<file path="src/sim_ctrl_pkg.sv">
package sim_ctrl_pkg;
    // Register byte addresses
    localparam logic [11:0] PENDING_IRQ_STATUS_HI_ADDR = 12'h000;
    localparam logic [11:0] RESET_CAUSE_STATUS_ADDR    = 12'h004;
    localparam logic [11:0] BREAK_FLAG_CONTROL_ADDR    = 12'h008;
    localparam logic [11:0] LOWPOWER_STATUS_ADDR       = 12'h00C;
    localparam logic [11:0] LOWPOWER_CONFIG_ADDR       = 12'h010;
    // Reset cause field positions
    localparam int POWER_UP_BIT     = 7;
    localparam int EXT_PIN_BIT      = 6;
    localparam int WATCHDOG_BIT     = 5;
    localparam int BAD_OPCODE_BIT   = 4;
    localparam int BAD_FETCH_BIT    = 3;
    localparam int MONITOR_BIT      = 2;
    localparam int BROWNOUT_BIT     = 1;
    // Break flag control field
    localparam int BREAK_CLEAR_ENABLE_BIT = 7;
    // Low-power status fields
    localparam int WAIT_ACTIVE_BIT  = 0;
    localparam int STOP_ACTIVE_BIT  = 1;
    localparam int RECOVERING_BIT   = 2;
    localparam int BREAK_WAIT_BIT   = 3;
    // Low-power config fields
    localparam int SHORT_RECOVERY_BIT = 0;
    localparam int OSC_IN_STOP_BIT    = 1;
    localparam int WATCHDOG_DIS_BIT   = 2;
    // Reset values
    localparam logic [7:0] PENDING_RESET = 8'h00;
    localparam logic [7:0] CAUSE_RESET   = 8'h80;
    localparam logic [7:0] BFC_RESET     = 8'h00;
    localparam logic [7:0] CONFIG_RESET  = 8'h00;
    // Stop recovery in bus_clk_quad cycles
    localparam int LONG_RECOVERY_CYCLES  = 4096;
    localparam int SHORT_RECOVERY_CYCLES = 32;
    localparam logic [31:0] UNMAPPED_DATA = 32'h0000_0000;

    typedef enum logic [2:0] {
        RUN,
        WAITING,
        STOPPED,
        RECOVER,
        STACKING
    } power_state_t;
endpackage

</file>
<file path="src/sim_reset_lowpower_ctrl.sv">
// Implementation choices: the register offsets and the APB interface to the registers.
`timescale 1ns/100ps
module sim_reset_lowpower_ctrl
    import sim_ctrl_pkg::*;
#(
    parameter int LONG_RECOVERY  = LONG_RECOVERY_CYCLES,
    parameter int SHORT_RECOVERY = SHORT_RECOVERY_CYCLES
) (
    input  wire logic        clk_i,
    input  wire logic        rst_i,
    // APB slave
    input  wire logic        psel_i,
    input  wire logic        penable_i,
    input  wire logic        pwrite_i,
    input  wire logic [11:0] paddr_i,
    input  wire logic [31:0] pwdata_i,
    output logic      [31:0] prdata_o,
    output logic             pready_o,
    output logic             pslverr_o,
    // Interrupt request sources, bit 0 is conversion done
    input  wire logic [7:0]  pending_source_flags_i,
    input  wire logic        irq_enabled_i,
    // Reset causes, pulses from the reset logic
    input  wire logic        power_up_i,
    input  wire logic        ext_pin_rst_i,
    input  wire logic        watchdog_rst_i,
    input  wire logic        bad_opcode_rst_i,
    input  wire logic        bad_fetch_rst_i,
    input  wire logic        monitor_entry_rst_i,
    input  wire logic        brownout_rst_i,
    // Core and break
    input  wire logic        break_req_i,
    input  wire logic        break_state_i,
    input  wire logic        wait_instr_i,
    input  wire logic        stop_instr_i,
    input  wire logic        quad_tick_i,
    input  wire logic        flag_clear_req_i,
    output logic             force_trap_vector_o,
    output logic             clear_irq_mask_o,
    output logic             core_clk_en_o,
    output logic             periph_clk_en_o,
    output logic             clk_double_en_o,
    output logic             clk_quad_en_o,
    output logic             watchdog_run_o,
    output logic             stack_start_o,
    output logic             flag_clear_allow_o,
    output logic             sys_reset_o
);

    localparam logic [12:0] LONG_CNT  = 13'(LONG_RECOVERY);
    localparam logic [12:0] SHORT_CNT = 13'(SHORT_RECOVERY);

    initial begin
        if (LONG_RECOVERY < 1 || LONG_RECOVERY > 8191 || SHORT_RECOVERY < 1
            || SHORT_RECOVERY > LONG_RECOVERY) begin
            $error("Recovery counts out of range");
        end
    end

    function automatic logic addr_hit(input logic [11:0] a, input logic [11:0] target);
        addr_hit = (a == target);
    endfunction

    typedef struct packed {
        logic [31:0]  prdata;
        logic         pready;
        logic         pslverr;
        logic [7:0]   pending;
        logic [7:0]   cause;
        logic [7:0]   bfc;
        logic [7:0]   config_bits;
        logic         break_wait;
        power_state_t pstate;
        logic [12:0]  counter;
        logic         trap;
        logic         clr_mask;
        logic         core_en;
        logic         periph_en;
        logic         dbl_en;
        logic         quad_en;
        logic         wdog_run;
        logic         stack;
        logic         clr_allow;
        logic         sysrst;
        logic         cause_clear;
    } state_t;

    state_t cur;
    state_t next_cur;
    logic   any_reset;
    logic   access;
    logic   commit;

    ////////////////////////////////////////////////////////////////////////////////

    always_comb begin
        next_cur = cur;
        // All sources feed one OR; none outranks another
        any_reset = power_up_i | ext_pin_rst_i | watchdog_rst_i | bad_opcode_rst_i
                  | bad_fetch_rst_i | monitor_entry_rst_i | brownout_rst_i;
        access = psel_i & penable_i & ~cur.pready;
        // Master samples pready one edge after the access is taken
        commit = psel_i & penable_i & cur.pready & pwrite_i;
        next_cur.pready  = access;
        next_cur.pslverr = 1'b0;
        next_cur.pending = pending_source_flags_i;

        // Clear-on-read lands one cycle after data is returned
        if (cur.cause_clear) begin
            next_cur.cause = 8'h00;
        end
        next_cur.cause_clear = 1'b0;

        if (access) begin
            next_cur.prdata = UNMAPPED_DATA;
            if (addr_hit(paddr_i, PENDING_IRQ_STATUS_HI_ADDR)) begin
                next_cur.prdata = {24'h00_0000, cur.pending};
            end else if (addr_hit(paddr_i, RESET_CAUSE_STATUS_ADDR)) begin
                next_cur.prdata = {24'h00_0000, cur.cause};
                next_cur.cause_clear = ~pwrite_i;
            end else if (addr_hit(paddr_i, BREAK_FLAG_CONTROL_ADDR)) begin
                next_cur.prdata = {24'h00_0000, cur.bfc};
            end else if (addr_hit(paddr_i, LOWPOWER_STATUS_ADDR)) begin
                next_cur.prdata = {28'h000_0000, cur.break_wait,
                                   cur.pstate == RECOVER, cur.pstate == STOPPED,
                                   cur.pstate == WAITING};
            end else if (addr_hit(paddr_i, LOWPOWER_CONFIG_ADDR)) begin
                next_cur.prdata = {24'h00_0000, cur.config_bits};
            end else begin
                next_cur.pslverr = 1'b1;
            end
        end

        // Writes land on the edge where the master sees pready, not one earlier
        if (commit) begin
            if (addr_hit(paddr_i, BREAK_FLAG_CONTROL_ADDR)) begin
                next_cur.bfc = {pwdata_i[BREAK_CLEAR_ENABLE_BIT], 7'h00};
            end
            // Software write of one clears the break wait flag; a new break wins
            if (addr_hit(paddr_i, LOWPOWER_STATUS_ADDR) && pwdata_i[BREAK_WAIT_BIT]) begin
                next_cur.break_wait = 1'b0;
            end
            if (addr_hit(paddr_i, LOWPOWER_CONFIG_ADDR)) begin
                next_cur.config_bits = {5'h00, pwdata_i[2:0]};
            end
        end

        // Cause flags accumulate until read or power-up; power-up clears earlier flags; a new cause beats a pending clear
        if (power_up_i) begin
            next_cur.cause = 8'h00;
            next_cur.cause[POWER_UP_BIT] = 1'b1;
        end
        if (ext_pin_rst_i) begin
            next_cur.cause[EXT_PIN_BIT] = 1'b1;
        end
        if (watchdog_rst_i) begin
            next_cur.cause[WATCHDOG_BIT] = 1'b1;
        end
        if (bad_opcode_rst_i) begin
            next_cur.cause[BAD_OPCODE_BIT] = 1'b1;
        end
        if (bad_fetch_rst_i) begin
            next_cur.cause[BAD_FETCH_BIT] = 1'b1;
        end
        if (monitor_entry_rst_i) begin
            next_cur.cause[MONITOR_BIT] = 1'b1;
        end
        if (brownout_rst_i) begin
            next_cur.cause[BROWNOUT_BIT] = 1'b1;
        end
        next_cur.sysrst = any_reset;

        // Break protection: flags held while in break unless clear enabled
        next_cur.clr_allow = flag_clear_req_i
                           & (~break_state_i | cur.bfc[BREAK_CLEAR_ENABLE_BIT]);
        next_cur.trap = break_req_i;

        next_cur.clr_mask = 1'b0;
        next_cur.stack    = 1'b0;
        case (cur.pstate)
            RUN: begin
                next_cur.core_en   = 1'b1;
                next_cur.periph_en = 1'b1;
                next_cur.dbl_en    = 1'b1;
                next_cur.quad_en   = 1'b1;
                if (stop_instr_i) begin
                    next_cur.pstate   = STOPPED;
                    next_cur.clr_mask = 1'b1;
                    next_cur.counter  = 13'h0000;
                    next_cur.core_en  = 1'b0;
                    next_cur.periph_en = 1'b0;
                    next_cur.quad_en  = 1'b0;
                    next_cur.dbl_en   = cur.config_bits[OSC_IN_STOP_BIT];
                end else if (wait_instr_i) begin
                    next_cur.pstate   = WAITING;
                    next_cur.clr_mask = 1'b1;
                    next_cur.core_en  = 1'b0;
                end
            end
            WAITING: begin
                if (break_req_i) begin
                    next_cur.break_wait = 1'b1;
                    next_cur.pstate = RUN;
                    next_cur.core_en = 1'b1;
                end else if (irq_enabled_i && |pending_source_flags_i) begin
                    // Stacking pulse follows one cycle later
                    next_cur.pstate = STACKING;
                end
            end
            STOPPED: begin
                next_cur.counter = 13'h0000;
                if (break_req_i || (irq_enabled_i && |pending_source_flags_i)) begin
                    next_cur.pstate = RECOVER;
                    next_cur.quad_en = 1'b1;
                    next_cur.dbl_en = 1'b1;
                    if (break_req_i) begin
                        next_cur.break_wait = 1'b1;
                    end
                end
            end
            RECOVER: begin
                if (quad_tick_i) begin
                    next_cur.counter = cur.counter + 13'h0001;
                end
                if (cur.counter >= (cur.config_bits[SHORT_RECOVERY_BIT]
                                    ? SHORT_CNT : LONG_CNT)) begin
                    next_cur.pstate = STACKING;
                    next_cur.periph_en = 1'b1;
                end
            end
            STACKING: begin
                next_cur.stack = 1'b1;
                next_cur.core_en = 1'b1;
                next_cur.pstate = RUN;
            end
            default: begin
                next_cur.pstate = RUN;
            end
        endcase
        // Reset exits either low-power mode at once
        if (any_reset) begin
            next_cur.pstate = RUN;
        end
        next_cur.wdog_run = ~cur.config_bits[WATCHDOG_DIS_BIT]
                          & (cur.pstate != STOPPED);
    end

    ////////////////////////////////////////////////////////////////////////////////

    always_ff @(posedge clk_i or posedge rst_i) begin
        if (rst_i) begin
            cur             <= '0;
            cur.pstate      <= RUN;
            cur.cause       <= CAUSE_RESET;
            cur.pending     <= PENDING_RESET;
            cur.bfc         <= BFC_RESET;
            cur.config_bits <= CONFIG_RESET;
            cur.core_en     <= 1'b1;
            cur.periph_en   <= 1'b1;
            cur.dbl_en      <= 1'b1;
            cur.quad_en     <= 1'b1;
        end else begin
            cur <= next_cur;
        end
    end

    assign prdata_o            = cur.prdata;
    assign pready_o            = cur.pready;
    assign pslverr_o           = cur.pslverr;
    assign force_trap_vector_o = cur.trap;
    assign clear_irq_mask_o    = cur.clr_mask;
    assign core_clk_en_o       = cur.core_en;
    assign periph_clk_en_o     = cur.periph_en;
    assign clk_double_en_o     = cur.dbl_en;
    assign clk_quad_en_o       = cur.quad_en;
    assign watchdog_run_o      = cur.wdog_run;
    assign stack_start_o       = cur.stack;
    assign flag_clear_allow_o  = cur.clr_allow;
    assign sys_reset_o         = cur.sysrst;

endmodule

</file>
<file path="config.mk">
export PLATFORM = sky130hd
export DESIGN_NAME = sim_reset_lowpower_ctrl
export DESIGN_NICKNAME = d
export VERILOG_FILES = /design/src/sim_ctrl_pkg.sv /design/src/sim_reset_lowpower_ctrl.sv
export SDC_FILE = /design/constraint.sdc
export NUM_CORES = 1
export LEC_CHECK = 0
export ABC_CLOCK_PERIOD_IN_PS = 1860
export BUFFER_PORTS_ARGS = -buffer_cell sky130_fd_sc_hd__buf_2
export CAP_MARGIN = 5
export CORE_MARGIN = 8
export CORE_UTILIZATION = 25
export DETAILED_ROUTE_END_ITERATION = 12
export SLEW_MARGIN = 20
export SYNTH_ARGS = -nofsm -noshare
export SYNTH_HDL_FRONTEND = slang
export SYNTH_SLANG_ARGS = --single-unit
</file>
<file path="constraint.sdc">
create_clock -name clk_i -period 1.86 [get_ports clk_i]
set_clock_uncertainty 0.2 [all_clocks]
set_input_delay 0.093 -clock clk_i [delete_from_list [all_inputs] [get_ports clk_i]]
set_output_delay 0.093 -clock clk_i [all_outputs]
set_load 0.01 [all_outputs]
</file>
==> key figures <==
STA
  • Total negative slack: 0 ns
  • Hold Slack: around 0.033 ns
  • Final min period: roughly 1.8 ns
  • Final Max Slew Viols: 0
  • Maximum clock rate: around 560 MHz
  • Final hold viol count: 0
  • Finish-stage setup viols: 0
  • Final worst path period share: a little over nine tenths

Logic synthesis
  • EDFF count, synth: 0
  • Synthesized instance count: 292
  • Synth unique cells: 57
  • Yosys top cell area share: around 44%
  • Synth async-reset ratio: 100.0%
  • Mapped Area: just under 0.003 mm2
  • Top FF cell, synth: dfrtp_1
  • Syn Area/Cell: roughly 10 um2
  • Synth top area cells: dfrtp_1 44%, buf_4 8.3%, dfstp_2 4.4%
  • Yosys warning count: 0
  • #FFs+latches synth: between 50 and 60
  • Post-synthesis sequential area ratio: between 40 and 50%
  • Synth area leader: dfrtp_1

Clocking
  • Clock H-tree levels: 3
  • Clock-pin slew on the worst setup and hold paths: roughly 0.05 ns
  • CTS tree: built
  • CTS buffer count: 9
  • CTS sink cnt: between 50 and 60
  • Clock root cell: clkbuf_16
  • Clk Latency, worst-skew pair: ~0.32 ns
  • Max Root-Sink Buffers: 2

Die
  • Initial Util: around a quarter
  • Die span in x: around 120 um
  • Core area: approximately 0.012 mm2
  • Die Y-Extent: around 120 um
  • # rows: 40
  • Die footprint: about 0.016 mm2
  • # IOs: approximately 120

Finish
  • Max FFs per register: 37
  • Multi-input logic area: 0.001311 mm2
  • Register area: 0.001433 mm2
  • Filler cells: roughly 1200
  • Diodes inserted: 0
  • Reg with most FFs: cur
  • Share of layout cells above drive strength 1: about a third
  • Fin util: 34.15%
  • Fin cells: 546
  • Final net count: ~470
  • Area growth from synthesis to layout: 35.86%

Critical path
  • Flop-to-flop setup slack: roughly 0.090 ns
  • Critical Path Start: penable_i
  • CP Data Required Time: about 1.9 ns
  • Critical path, cell by cell: dlygate4sd3_1, buf_2, nand2_1, or2_2, dlygate4sd3_1, nor3b_2
  • CP most frequent cell: dlygate4sd3_1
  • Critical path class: input port to register
  • Reg2reg start: cur[16]
  • Startpoint type of the worst setup path: input port
  • WP data arrival: around 1.8 ns
  • CP Max Fanout: 5
  • Setup crit end: cur[0]
  • Endpoint type of the worst setup path: register
  • Reg2reg end: cur[24]
  • Slowest CP cell: dlygate4sd3_1
  • CP max stage delay: approximately 0.6 ns
  • FF-to-FF path depth: 6

Global route
  • First-pass GRT wire length: approximately 13000 um
  • Total grt overflow: 0
  • Vias in the first global route: 2548
  • GRT Overall Usage: around 9.9%
  • Largest net degree at the start of global routing: a little under 60
  • Initial antenna violation count: 0

Hold path
  • Hold crit path type: input port to register
  • Hold Crit Start: paddr_i[3]

Flow run
  • Max-Cap Viols: 0

Routing
  • DR vias: 2443
  • WL final: between 7000 and 8000 um
  • 1st-iter DRT viols: 97
  • Post-DRT Antenna Nets: 0
  • Avg WL per Cell: 14.05 um
  • Vias/cell: 4.474
  • DRT Pass-1 Iters: 4
  • DRC violations left: 0

Place
  • Routability cong.: about 0.76
  • Input/output buffers: 63
  • HPWL after DPL: ~5700 um
  • Inst Count DP: slightly below 500

Pwr
  • Leakage: roughly 0.0018 uW
  • Peak VDD IR: about 0.00057 V
  • P per Cell Area: 815.4 mW/mm2

Status
  • Outcome: finished, final reports clean
-- cell usage after synthesis, types with 4 or more instances --
library cell	number
dfstp_2	5
clkbuf_1	5
nand2_1	19
a21oi_1	12
nor4_1	5
buf_4	33
dfrtp_1	52
inv_1	10
nor3_1	6
mux2_2	6
xnor2_1	6
a21o_1	7
nor2_1	34
o21a_1	4
o21ai_0	12
ha_1	4
nand3_1	10
-- how the worst min path moves through the flow --
stage / end / depth (start not counted)
2_1_floorplan: cur[52] / 0
3_5_place_dp: cur[18] / 3
5_1_grt: cur[27] / 3
6_report: cur[27] / 3
3_3_place_gp: cur[19] / 3
4_1_cts: cur[27] / 3
-- power by group --
group	switching [uW]	leakage [uW]	total (uW)	internal [uW]
logic	172	0.000955	323	150
clock network	577	0.000145	1650	1070
registers	23.9	0.000712	1320	1290
total	774	0.00181	3290	2520
-- worst max-delay path, delay by kind of cell --
family                 cells  cell delay (ns)
AND/OR/NAND/NOR            3             0.53
buffers and inverters      3             1.20
-- stage by stage --
step,cell area (um2),power (uW),worst slack (ns)
floorplan,3055,1535,0.1547
global placement,3346,1599,0.03247
detailed placement,3346,1605,0.01962
CTS,3963,3330,0.009935
global route,4034,3428,-0.008691
finish,4034,3289,0.07324
-- layer usage --
layer,wire length (um),GRT usage (%),share of wire [%],vias to the layer above
met1,3313,11.62,43,1162
met3,551,4.420,7.2,13
met5,0,0,0,-
li1,-,-,-,1182
met4,147,3.223,1.9,0
met2,3660,15.76,48,86
-- layout make-up --
cell class              instances  area share, %
flip-flops and latches         57          35.51
multi-input cells             205          32.51
repair buffers                110          18.80
clock buffers                  10          5.924
well taps                     147          4.560
clock inverters                 6          1.675
inverters                      11          1.024
-- logic make-up (layout without fill, tap and decap cells) --
family	Yosys count	count (layout)	share of synthesized area [%]
adders and majority gates	4	4	1.686
buffers and inverters	53	137	12.14
and+or+nand+nor	104	104	18.88
other	1	24	0.1263
xor gates and xnor gates	6	6	1.770
DFF	57	57	48.25
muxes	8	8	2.950
AOI/OAI and AO/OA	59	59	14.20
-- layout by cell type, fill, tap and decap left out, types with 4 or more instances in the layout --
| cell type | instances |
|---|---|
| a21o_1 | 7 |
| a21oi_1 | 12 |
| buf_2 | 63 |
| buf_4 | 15 |
| clkbuf_16 | 9 |
| conb_1 | 24 |
| dfrtp_1 | 52 |
| dfstp_2 | 5 |
| dlygate4sd3_1 | 31 |
| ha_1 | 4 |
| inv_1 | 9 |
| mux2_2 | 6 |
| nand2_1 | 19 |
| nand3_1 | 9 |
| nor2_1 | 34 |
| nor3_1 | 5 |
| nor4_1 | 4 |
| o21a_1 | 4 |
| o21ai_0 | 12 |
| xnor2_1 | 6 |
-- timing repair --
action | 4_1_cts | 5_1_grt
hold endpoints to repair | 89 | 0
gates resized for setup | 0 | 8
setup endpoints to repair | 0 | 9
hold buffers | 31 | 0
buffers inserted | 0 | 3
(Power assumes the default switching activity.)
